File: src/hw/porws_consts.svh
// constants for the power-on reset and wake-up sequencer
// assumes a single 25 MHz clock; times in microseconds, clock in whole megahertz
`ifndef PORWS_CONSTS_SVH
`define PORWS_CONSTS_SVH

// -----------------------------------------------------------------------------
// timebase
// -----------------------------------------------------------------------------
`define PORWS_CLOCK_HZ           25000000
`define PORWS_US_TO_CYCLES(us)   ((us) * (`PORWS_CLOCK_HZ / 1000000))

// -----------------------------------------------------------------------------
// reset delay windows
// -----------------------------------------------------------------------------
`define PORWS_FAST_DELAY_MIN_US  3000
`define PORWS_FAST_DELAY_MAX_US  9000
`define PORWS_STD_DELAY_MIN_US   50000
`define PORWS_STD_DELAY_MAX_US   200000

// -----------------------------------------------------------------------------
// configuration clock limits
// -----------------------------------------------------------------------------
`define PORWS_AP_CLOCK_MAX_HZ    40000000
`define PORWS_FPP_CLOCK_MAX_HZ   100000000
`define PORWS_AP_HALF_PERIOD     ((`PORWS_CLOCK_HZ + 2 * `PORWS_AP_CLOCK_MAX_HZ - 1) / (2 * `PORWS_AP_CLOCK_MAX_HZ))

// -----------------------------------------------------------------------------
// mode select pin codes
// -----------------------------------------------------------------------------
`define PORWS_MSEL_AS_STD        4'h2
`define PORWS_MSEL_AS_FAST       4'hd
`define PORWS_MSEL_AP_FAST_A     4'h5
`define PORWS_MSEL_AP_FAST_B     4'h6
`define PORWS_MSEL_AP_FAST_C     4'h9
`define PORWS_MSEL_AP_STD_A      4'h7
`define PORWS_MSEL_AP_STD_B      4'h8
`define PORWS_MSEL_AP_STD_C      4'hb
`define PORWS_MSEL_AP_STD_D      4'ha
`define PORWS_MSEL_FPP           4'he

// -----------------------------------------------------------------------------
// initialization delay defaults
// -----------------------------------------------------------------------------
`define PORWS_INIT_DELAY_CYCLES  1000
`define PORWS_INIT_CLOCK_EDGES   300

`endif

File: src/hw/porws_pkg.sv
// types for the power-on reset and wake-up sequencer
// assumes porws_consts.svh supplies the numeric constants
`default_nettype none

package porws_pkg;

  // ---------------------------------------------------------------------------
  // wake-up stages
  // ---------------------------------------------------------------------------
  typedef enum logic [2:0] {
    ST_RAMP,
    ST_DELAY,
    ST_CONFIG,
    ST_INIT,
    ST_USER
  } porws_stage_t;

  // ---------------------------------------------------------------------------
  // configuration schemes
  // ---------------------------------------------------------------------------
  typedef enum logic [1:0] {
    SCH_ACTIVE_SERIAL,
    SCH_ACTIVE_PARALLEL,
    SCH_FAST_PASSIVE_PARALLEL,
    SCH_PASSIVE_SERIAL
  } porws_scheme_t;

endpackage

`default_nettype wire

File: src/hw/porws_sequencer.sv
// power-on reset and wake-up sequencer: supply ramp, reset delay,
// configuration and initialization, then user mode with brown-out watch
// assumes supply-good levels and pins arrive asynchronously; the
// configuration engine answers on the same clock
`timescale 1ns/100ps
`default_nettype none
`include "porws_consts.svh"

module porws_sequencer #(
  parameter int USER_IO_WIDTH     = 8,
  parameter int FAST_DELAY_CYCLES = `PORWS_US_TO_CYCLES(`PORWS_FAST_DELAY_MIN_US),
  parameter int STD_DELAY_CYCLES  = `PORWS_US_TO_CYCLES(`PORWS_STD_DELAY_MIN_US),
  parameter int INIT_DELAY_CYCLES = `PORWS_INIT_DELAY_CYCLES,
  parameter int INIT_CLOCK_EDGES  = `PORWS_INIT_CLOCK_EDGES
) (
  input  wire logic                     i_clock,
  input  wire logic                     i_arst_n,
  input  wire logic                     i_core_supply_good,
  input  wire logic                     i_analog_supply_good,
  input  wire logic                     i_io_supply_cfg_good,
  input  wire logic                     i_io_supply_other_good,
  input  wire logic [3:0]               i_mode_select_pins,
  input  wire logic                     i_reconfig_request_n,
  input  wire logic                     i_init_clock,
  input  wire logic                     i_init_clock_mode,
  input  wire logic                     i_compressed_data,
  input  wire logic                     i_config_done,
  input  wire logic [USER_IO_WIDTH-1:0] i_user_out,
  input  wire logic [USER_IO_WIDTH-1:0] i_user_oe,
  output logic                          o_device_reset_n,
  output logic                          o_config_start,
  output logic                          o_config_active,
  output logic                          o_config_error,
  output logic                          o_configuration_clock,
  output logic [1:0]                    o_scheme,
  output logic                          o_fast_delay,
  output logic                          o_init_active,
  output logic                          o_user_mode,
  output logic [2:0]                    o_stage,
  output logic [USER_IO_WIDTH-1:0]      o_user_out,
  output logic [USER_IO_WIDTH-1:0]      o_user_oe
);

  // ---------------------------------------------------------------------------
  // derived counts
  // ---------------------------------------------------------------------------
  localparam logic [31:0] FAST_LAST = 32'(FAST_DELAY_CYCLES - 1);
  localparam logic [31:0] STD_LAST  = 32'(STD_DELAY_CYCLES - 1);
  localparam logic [31:0] INIT_LAST = 32'(INIT_DELAY_CYCLES - 1);
  localparam logic [31:0] EDGE_LAST = 32'(INIT_CLOCK_EDGES - 1);
  localparam logic [7:0]  HALF_LAST = 8'(`PORWS_AP_HALF_PERIOD - 1);

  // ---------------------------------------------------------------------------
  // state
  // ---------------------------------------------------------------------------
  typedef struct packed {
    logic [5:0]                 sync1;
    logic [5:0]                 sync2;
    logic [3:0]                 msel1;
    logic [3:0]                 msel2;
    logic                       init_clk_prev;
    porws_pkg::porws_stage_t    stage;
    porws_pkg::porws_scheme_t   scheme;
    logic                       fast;
    logic [31:0]                count;
    logic                       cfg_active;
    logic                       cfg_start;
    logic                       cfg_error;
    logic                       cfg_clk;
    logic [7:0]                 div;
    logic                       reset_n;
    logic [USER_IO_WIDTH-1:0]   io_out;
    logic [USER_IO_WIDTH-1:0]   io_oe;
  } porws_reg_t;

  porws_reg_t q;
  porws_reg_t d;

  // ---------------------------------------------------------------------------
  // mode pin decoding
  // ---------------------------------------------------------------------------
  function automatic logic porws_is_fast(input logic [3:0] msel);
    case (msel)
      `PORWS_MSEL_AS_FAST:   porws_is_fast = 1'b1;
      `PORWS_MSEL_AP_FAST_A: porws_is_fast = 1'b1;
      `PORWS_MSEL_AP_FAST_B: porws_is_fast = 1'b1;
      `PORWS_MSEL_AP_FAST_C: porws_is_fast = 1'b1;
      default:               porws_is_fast = 1'b0;
    endcase
  endfunction

  function automatic porws_pkg::porws_scheme_t porws_scheme_of(input logic [3:0] msel);
    case (msel)
      `PORWS_MSEL_AS_STD,
      `PORWS_MSEL_AS_FAST:   porws_scheme_of = porws_pkg::SCH_ACTIVE_SERIAL;
      `PORWS_MSEL_AP_FAST_A,
      `PORWS_MSEL_AP_FAST_B,
      `PORWS_MSEL_AP_FAST_C,
      `PORWS_MSEL_AP_STD_A,
      `PORWS_MSEL_AP_STD_B,
      `PORWS_MSEL_AP_STD_C,
      `PORWS_MSEL_AP_STD_D:  porws_scheme_of = porws_pkg::SCH_ACTIVE_PARALLEL;
      `PORWS_MSEL_FPP:       porws_scheme_of = porws_pkg::SCH_FAST_PASSIVE_PARALLEL;
      default:               porws_scheme_of = porws_pkg::SCH_PASSIVE_SERIAL;
    endcase
  endfunction

  // ---------------------------------------------------------------------------
  // synchronized inputs
  // ---------------------------------------------------------------------------
  logic core_ok;
  logic analog_ok;
  logic io_cfg_ok;
  logic io_other_ok;
  logic request_idle;
  logic init_clk_s;
  logic all_good;
  logic brown_out;
  logic init_edge;
  logic refuse;

  assign core_ok      = q.sync2[5];
  assign analog_ok    = q.sync2[4];
  assign io_cfg_ok    = q.sync2[3];
  assign io_other_ok  = q.sync2[2];
  assign request_idle = q.sync2[1];
  assign init_clk_s   = q.sync2[0];
  assign all_good     = core_ok & analog_ok & io_cfg_ok & io_other_ok;
  assign brown_out    = ~core_ok | ~analog_ok;
  assign init_edge    = init_clk_s & ~q.init_clk_prev;
  assign refuse       = (q.scheme == porws_pkg::SCH_FAST_PASSIVE_PARALLEL) &
                        i_compressed_data;

  // ---------------------------------------------------------------------------
  // next state
  // ---------------------------------------------------------------------------
  always_comb begin
    d               = q;
    d.sync1         = {i_core_supply_good, i_analog_supply_good, i_io_supply_cfg_good,
                       i_io_supply_other_good, i_reconfig_request_n, i_init_clock};
    d.sync2         = q.sync1;
    d.msel1         = i_mode_select_pins;
    d.msel2         = q.msel1;
    d.init_clk_prev = init_clk_s;
    d.cfg_start     = 1'b0;
    d.cfg_error     = refuse;

    case (q.stage)
      porws_pkg::ST_RAMP: begin
        d.count      = '0;
        d.cfg_active = 1'b0;
        if (all_good && request_idle) begin
          d.stage  = porws_pkg::ST_DELAY;
          d.fast   = porws_is_fast(q.msel2);
          d.scheme = porws_scheme_of(q.msel2);
        end
      end
      porws_pkg::ST_DELAY: begin
        if (!all_good) begin
          d.stage = porws_pkg::ST_RAMP;
          d.count = '0;
        end else if (q.count >= (q.fast ? FAST_LAST : STD_LAST)) begin
          d.stage = porws_pkg::ST_CONFIG;
          d.count = '0;
        end else begin
          d.count = q.count + 32'h0000_0001;
        end
      end
      porws_pkg::ST_CONFIG: begin
        if (brown_out) begin
          d.stage      = porws_pkg::ST_RAMP;
          d.cfg_active = 1'b0;
        end else if (!request_idle) begin
          d.cfg_active = 1'b0;
        end else if (!q.cfg_active) begin
          if (io_cfg_ok && !refuse) begin
            d.cfg_active = 1'b1;
            d.cfg_start  = 1'b1;
          end
        end else if (i_config_done) begin
          d.stage      = porws_pkg::ST_INIT;
          d.cfg_active = 1'b0;
          d.count      = '0;
        end
      end
      porws_pkg::ST_INIT: begin
        if (brown_out) begin
          d.stage = porws_pkg::ST_RAMP;
          d.count = '0;
        end else if (!request_idle) begin
          d.stage = porws_pkg::ST_CONFIG;
          d.count = '0;
        end else if (i_init_clock_mode) begin
          if (init_edge) begin
            if (q.count >= EDGE_LAST) begin
              d.stage = porws_pkg::ST_USER;
              d.count = '0;
            end else begin
              d.count = q.count + 32'h0000_0001;
            end
          end
        end else if (q.count >= INIT_LAST) begin
          d.stage = porws_pkg::ST_USER;
          d.count = '0;
        end else begin
          d.count = q.count + 32'h0000_0001;
        end
      end
      porws_pkg::ST_USER: begin
        if (brown_out) begin
          d.stage = porws_pkg::ST_RAMP;
        end else if (!request_idle) begin
          d.stage = porws_pkg::ST_CONFIG;
        end
      end
      default: begin
        d.stage      = porws_pkg::ST_RAMP;
        d.count      = '0;
        d.cfg_active = 1'b0;
      end
    endcase

    // active parallel configuration clock from the timebase
    if (d.cfg_active && (q.scheme == porws_pkg::SCH_ACTIVE_PARALLEL)) begin
      if (q.div >= HALF_LAST) begin
        d.div     = '0;
        d.cfg_clk = ~q.cfg_clk;
      end else begin
        d.div = q.div + 8'h01;
      end
    end else begin
      d.div     = '0;
      d.cfg_clk = 1'b0;
    end

    d.reset_n = (d.stage != porws_pkg::ST_RAMP) && (d.stage != porws_pkg::ST_DELAY);

    // user pins only drive once user mode is reached
    if (d.stage == porws_pkg::ST_USER) begin
      d.io_out = i_user_out;
      d.io_oe  = i_user_oe;
    end else begin
      d.io_out = '0;
      d.io_oe  = '0;
    end
  end

  // ---------------------------------------------------------------------------
  // registers
  // ---------------------------------------------------------------------------
  always_ff @(posedge i_clock or negedge i_arst_n) begin
    if (!i_arst_n) begin
      q <= '0;
    end else begin
      q <= d;
    end
  end

  // ---------------------------------------------------------------------------
  // outputs
  // ---------------------------------------------------------------------------
  assign o_device_reset_n      = q.reset_n;
  assign o_config_start        = q.cfg_start;
  assign o_config_active       = q.cfg_active;
  assign o_config_error        = q.cfg_error;
  assign o_configuration_clock = q.cfg_clk;
  assign o_scheme              = q.scheme;
  assign o_fast_delay          = q.fast;
  assign o_init_active         = (q.stage == porws_pkg::ST_INIT);
  assign o_user_mode           = (q.stage == porws_pkg::ST_USER);
  assign o_stage               = q.stage;
  assign o_user_out            = q.io_out;
  assign o_user_oe             = q.io_oe;

endmodule // porws_sequencer

`default_nettype wire

File: config.mk
export PLATFORM = sky130hd
export DESIGN_NAME = porws_sequencer
export DESIGN_NICKNAME = d
export VERILOG_FILES = /design/src/hw/porws_pkg.sv /design/src/hw/porws_sequencer.sv
export VERILOG_INCLUDE_DIRS = /design/src /design/src/hw
export SDC_FILE = /design/constraint.sdc
export NUM_CORES = 1
export LEC_CHECK = 0
export ABC_AREA = 1
export BUFFER_PORTS_ARGS = -buffer_cell sky130_fd_sc_hd__buf_2
export CAP_MARGIN = 10
export CELL_PAD_IN_SITES_DETAIL_PLACEMENT = 0
export CELL_PAD_IN_SITES_GLOBAL_PLACEMENT = 1
export CORE_MARGIN = 3
export CORE_UTILIZATION = 46
export DETAILED_ROUTE_END_ITERATION = 8
export GPL_ROUTABILITY_DRIVEN = 0
export PLACE_DENSITY = 0.95
export SETUP_SLACK_MARGIN = 0.4
export SYNTH_ARGS = -nofsm -noshare
export SYNTH_HDL_FRONTEND = slang
export SYNTH_SLANG_ARGS = --single-unit
File: constraint.sdc
create_clock -name i_clock -period 3.9 [get_ports i_clock]
set_input_delay 0.195 -clock i_clock [delete_from_list [all_inputs] [get_ports i_clock]]
set_output_delay 0.195 -clock i_clock [all_outputs]
set_load 0.005 [all_outputs]
==> results of run 1 <==
## logic make-up after synthesis
kind of cell,synth area share (%)
AOI/OAI and AO/OA,4.619
xor gates and xnor gates,2.387
adders and majority gates,3.720
buffers and inverters,12.62
DFF,49.60
and+or+nand+nor,27.06
## metrics by stage
stage               hold WS, ns  std cells
floorplan               -0.1006        487
finish                 -0.01530        652
global route            0.03647        652
CTS                     0.02365        652
global placement         0.3039        626
detailed placement       0.3043        626
## layout make-up
type	count	area share, %
multi-input combinational	297	33.41
inverter	85	6.988
sequential	80	43.85
tap	105	2.877
timing repair buffer	69	8.715
clock inverter	6	1.151
clock buffer	10	3.015
## sequential cells by signal (all words and copies together) (netlist names)
signal / flops
o_user_out: 8
io_cfg_ok: 1
io_other_ok: 1
o_config_error: 1
o_device_reset_n: 1
o_configuration_clock: 1
core_ok: 1
o_fast_delay: 1
o_stage: 3
o_config_active: 1
o_user_oe: 8
q: 38
o_scheme: 2
analog_ok: 1
d: 11
o_config_start: 1
## final timing paths
path	startpoint	end	depth (start not counted)
worst min-delay path	i_arst_n	q[59]	1
worst max register to register	o_fast_delay	q[38]	11
min in group i_clock	i_user_oe[1]	o_user_oe[1]	3
worst min register to register	d[68]	q[68]	0
worst max-delay path	o_fast_delay	q[38]	11
max in group asynchronous	i_arst_n	q[37]	1
## power by group through the flow
stage          combinational [mW]  clock (mW)  sequential [mW]
3_3_place_gp               0.0856           0            0.880
6_report                   0.0944       0.572            0.864
4_1_cts                    0.0970       0.591            0.865
2_1_floorplan              0.0472           0            0.877
3_5_place_dp               0.0889           0            0.882
5_1_grt                     0.112       0.621            0.868
## critical path: cells and delay by family, from the launching register on
family	cells	cell delay, ns
AO/OA/AOI/OAI	2	0.29
AND/OR/NAND/NOR	7	0.86
adder cells (fa/ha/maj)	1	0.36
buffers and inverters	1	0.17
flip-flops	1	0.49
## routing by layer
layer,vias up,global-route usage (%),share of wire (%)
met5,-,0,0
met4,0,6.197,1.9
met3,15,3.436,4.8
met2,73,29.25,49
met1,1479,24.18,44
li1,1602,-,-
## synth_stat cells
library cell / count / area share [%]
nand2_1: 89 / 8.3
inv_1: 81 / 7.5
dfrtp_1: 80 / 50
nor2_1: 78 / 7.3
nand3_1: 34 / 4.2
buf_4: 21 / 3.9
ha_1: 12 / 3.7
xor2_1: 10 / 2.2
nand4_1: 9 / 1.4
o21ai_0: 8 / 0.99
a21oi_1: 7 / 0.87
nand2_2: 7 / 1.1
o21ai_1: 7 / 0.87
nor3_1: 6 / 0.74
nor2_2: 5 / 0.77
inv_2: 4 / 0.37
nor4_1: 3 / 0.47
buf_2: 2 / 0.25
buf_6: 2 / 0.56
nand3b_1: 2 / 0.37
nor2_4: 2 / 0.56
o211ai_1: 2 / 0.37
o31ai_1: 2 / 0.37
a21oi_4: 1 / 0.40
a31oi_1: 1 / 0.16
and2_1: 1 / 0.16
nand3_2: 1 / 0.25
nor3_4: 1 / 0.40
nor3b_1: 1 / 0.19
nor3b_2: 1 / 0.31
nor4_2: 1 / 0.31
o21a_1: 1 / 0.19
o21bai_1: 1 / 0.19
o221ai_1: 1 / 0.22
or2_0: 1 / 0.16
or2_2: 1 / 0.16
xnor2_1: 1 / 0.22
==> run_results.csv, run 1 <==
group,metric,value,unit
place,place_ws,1.632,ns
timing,worst_pin_slew,0.9860,ns
synthesis,ys_ff_latch,80,
power,combPwrFrac,6.2,%
route,via_count,3169,
final_layout,final_util,54.47,%
floorplan,ioPinCount,60,
final_layout,fillCellCount,758,
power,powerDensity,335.2,mW/mm²
final_layout,syn_to_final_growth,13.11,%
final_layout,multi_input_area,0.001525,mm²
timing,fmax,443.8,MHz
synthesis,ys.warnings.count,0,
clock_network,cts_resized,0,
critical_path,path_cells,"inv_1 -> ha_1 -> nand3_1 -> nand3_1 -> a21oi_1 -> nand2_1 -> nand2_1 -> nand3_1 -> nand2_2 -> nand2_2 -> o21ai_1",
power,switchingPower,0.3832,mW
timing,finalClockSkew,0.01132,ns
route,wl_per_cell,12.88,µm
floorplan,core_area,0.008382,mm²
power,power.share.sequential,56.5,%
floorplan,dieHeight,99.68,µm
power,power.total,1.530,mW
final_layout,finalInstanceArea,0.004566,mm²
critical_path,cp.required,4.17,ns
grt,grt_pass1_vias,3049,
outcome,failed_checks,"hold timing",
power,internal-power,1.147,mW
synthesis,syn_area,0.004036,mm²
grt,overflow,0,
critical_path,ff2ff_setup_slack,1.65,ns
critical_path,crit_fanout,9,
floorplan,die_w,99.68,µm
timing,fin_tns_setup,0,ns
route,drt_wl_total,8.398,mm
synthesis,yosys.cell_types.count,37,
final_layout,seqCellArea,0.002002,mm²
clock_network,htree_levels,3,
critical_path,max_stage_delay,0.49,ns
grt,antenna_found_initial,0,
floorplan,initial_utilization,48.16,%
flow_run,max_cap_viol_count,0,
outcome,status,"complete, but fails checks",
grt,grt_max_degree,81,
clock_network,cts_tree,"done",
final_layout,diodes,0,
grt,grt_pass1_wl,14.28,mm
synthesis,ys_seq_area_share,49.60,%
clock_network,clk_pin_slew,0.09,ns
timing,relSlewSlack,34.27,%
clock_network,cts_root_buffer,"clkbuf_8",
final_layout,layout.cells.most_common,"nand2_1",
clock_network,clk_latency,0.35,ns
place,portBuffers,59,
clock_network,post-cts-setup-buffers,0,
timing,rsz0062_at_grt,"false",
critical_path,end_kind,"register",
timing,holdWs,-0.01530,ns
timing,fin_crit,2.253,ns
clock_network,hold_buffers,10,
synthesis,avgSynthCellArea,8.288,µm²
place,place_area,0.004275,mm²
critical_path,cp_common_cell,"nand3_1",
power,leakagePower,2.471,nW
route,drt_drc_violations_left,0,
timing,fin_crit_sh,57.78,%
critical_path,critPathLaunchType,"register",
power,p_sw_share,25.04,%
timing,finalHoldViolCount,8,
timing,slew_viol_final,0,
place,place_hpwl,6.358,mm
critical_path,critical_path_arrival,2.52,ns
power,clkPwrFrac,37.4,%
timing,fin_ws,1.647,ns
hold_path,min-delay-path-class,"primary input to async pin",
critical_path,crit_type,"register to register",
clock_network,cts_buffers,9,
route,drtIter0Drc,133,
route,drtAntennaViolNets,0,
route,dr.pass1.iters,4,
final_layout,nets,585,
final_layout,final_cell_mix,"89 x nand2_1, 81 x inv_1, 80 x dfrtp_1",
floorplan,die-area,0.009935,mm²
clock_network,clockBufferDepth,2,
floorplan,num_rows,33,
grt,grt.total_usage,18.00,%
critical_path,critPathSlowestCell,"dfrtp_1",
route,vias_per_cell,4.860,
timing,setup_viol,0,
synthesis,syn-num-nets,530,
synthesis,syn_inst,487,
clock_network,cts.sinks,80,
power,ir_drop,0.0002512,V
final_layout,drive_gt1_share,18.10,%
Power figures use the tool's default switching activity.
==> inputs of run 2 (changes only) <==
Settings changed: CORE_UTILIZATION 46 to 38, PLACE_DENSITY 0.95 to 0.85.
Clock period 3.9 ns to 1.8 ns, I/O delays scaled along.
==> run 2 against run 1 <==
- the run ends with setup timing left
- die area grew 20%
- routed wire length up 31%
- worst hold slack better by 0.15 ns
- via count up 15%
- power up 140%
- first-iteration DRC count up 13%
- core utilization up 5.6 points
- register-to-register slack lost 1.7 ns
- largest power group unchanged
- critical path type unchanged
==> run_results.csv, run 2 (synthesized netlist as in run 1, its figures left out) <==
group,metric,value,unit
timing,fin_crit_sh,104.7,%
place,place_hpwl,7.272,mm
timing,finalClockSkew,0.01666,ns
clock_network,cts_buffers,9,
clock_network,cts.sinks,80,
grt,grt_pass1_vias,3663,
critical_path,critical_path_arrival,2.15,ns
power,powerDensity,603.8,mW/mm²
floorplan,die-area,0.01190,mm²
critical_path,crit_type,"register to register",
power,power.total,3.643,mW
route,drt_drc_violations_left,0,
timing,fin_crit,1.884,ns
hold_path,worstHoldStart,"i_config_done",
flow_run,max_cap_viol_count,0,
timing,holdWs,0.1365,ns
power,leakagePower,3.046,nW
grt,grt_max_degree,39,
timing,fin_ws,-0.08430,ns
final_layout,diodes,0,
floorplan,num_rows,36,
hold_path,min_to,"o_stage[0]",
timing,fmax,530.7,MHz
floorplan,ioPinCount,60,
final_layout,layout.cells.most_common,"nand2_1",
clock_network,cts_root_buffer,"clkbuf_8",
timing,worst_pin_slew,0.4970,ns
timing,slew_viol_final,0,
final_layout,nets,672,
floorplan,dieHeight,109.1,µm
place,place_ws,-0.1292,ns
clock_network,clk_latency,0.38,ns
final_layout,regMostFlops,"q",
floorplan,initial_utilization,40.18,%
outcome,status,"complete, but fails checks",
clock_network,clockBufferDepth,2,
timing,relSlewSlack,66.87,%
final_layout,syn_to_final_growth,49.47,%
final_layout,largest_reg_flops,38,
timing,setup_viol,19,
timing,finalHoldViolCount,0,
route,drtIter0Drc,150,
critical_path,ff2ff_setup_slack,-0.08,ns
critical_path,critPathLaunchType,"register",
final_layout,drive_gt1_share,42.27,%
critical_path,cp.required,2.07,ns
timing,rsz0062_at_grt,"true",
hold_path,hold_depth,5,
grt,antenna_found_initial,1,
critical_path,timing.rr.start,"o_fast_delay",
hold_path,min-delay-path-class,"primary input to register",
critical_path,worst_r2r_path_depth,8,
critical_path,r2r_end,"o_device_reset_n",
grt,grt_pass1_wl,16.83,mm
outcome,failed_checks,"setup timing",
clock_network,clk_pin_slew,0.10,ns
timing,fin_tns_setup,-0.6225,ns
route,drtAntennaViolNets,0,
clock_network,htree_levels,3,
route,dr.pass1.iters,4,
floorplan,die_w,109.1,µm
grt,grt.total_usage,18.52,%
grt,overflow,0,
critical_path,end_kind,"register",
critical_path,crit_fanout,6,
route,wl_per_cell,14.39,µm
route,drt_wl_total,11.04,mm
power,ir_drop,0.0005523,V
clock_network,cts_tree,"done",
final_layout,final_cell_mix,"77 x nand2_1, 72 x inv_1, 72 x dfrtp_1",
route,vias_per_cell,4.743,
place,portBuffers,59,
final_layout,fillCellCount,782,
route,via_count,3638,
floorplan,core_area,0.01004,mm²
## run 2: layout make-up
cell class	count	area [µm²]	share of cell area, %
multi-input combinational	298	2071	34.32
sequential	80	2012	33.35
timing repair buffer	155	1227	20.34
inverter	85	346.6	5.744
tap	133	166.4	2.758
clock buffer	10	137.6	2.281
clock inverter	6	72.57	1.203
## run 2: stage by stage
| stage | util (%) | area (µm²) | instances |
|---|---|---|---|
| after CTS | 55.87 | 5612 | 756 |
| after floorplan | - | 4121 | 487 |
| after global routing | 60.06 | 6033 | 767 |
| final | 60.06 | 6033 | 767 |
| after detailed placement | 47.45 | 4766 | 700 |
| after global placement | 47.45 | 4766 | 700 |
## run 2: timing repair
action,CTS,global route
pin swaps,12,15
buffers inserted,10,9
endpoints found under the hold margin,63,0
gates cloned,2,2
resized for setup,65,86
hold buffers,28,0
setup endpoints to repair,56,58
## run 2: how the worst max path moves through the flow
stage | cells past startpoint | startpoint | slack [ns] | to
2_1_floorplan | 13 | o_fast_delay | 0.13 | q[36]
3_3_place_gp | 8 | o_fast_delay | -0.04 | o_device_reset_n
3_5_place_dp | 9 | o_fast_delay | -0.13 | q[36]
4_1_cts | 13 | o_fast_delay | -0.06 | q[34]
5_1_grt | 13 | o_fast_delay | -0.20 | q[50]
6_report | 8 | o_fast_delay | -0.08 | o_device_reset_n
## run 2: routing by layer
metal  vias up  track usage, %  part of all wire [%]
met5         -               0                  0.12
met4         2           6.943                   2.7
met3        24           6.750                   5.0
met2        78           31.54                    52
met1      1752           21.23                    40
li1       1782               -                     -
## run 2: critical path: stages (launching register included)
cell and delay, ns:
dfrtp_2 0.48, buf_4 0.17, ha_1 0.21, nor4_2 0.15, o21ai_1 0.12, nor2_2 0.16
nand2_1 0.14, a21oi_2 0.24, nand3_1 0.11
## run 2: report_power, final
part	total, mW	internal (mW)	switching (mW)
clock	1.43	0.700	0.730
combinational	0.334	0.165	0.169
sequential	1.88	1.84	0.0384
total	3.64	2.71	0.937
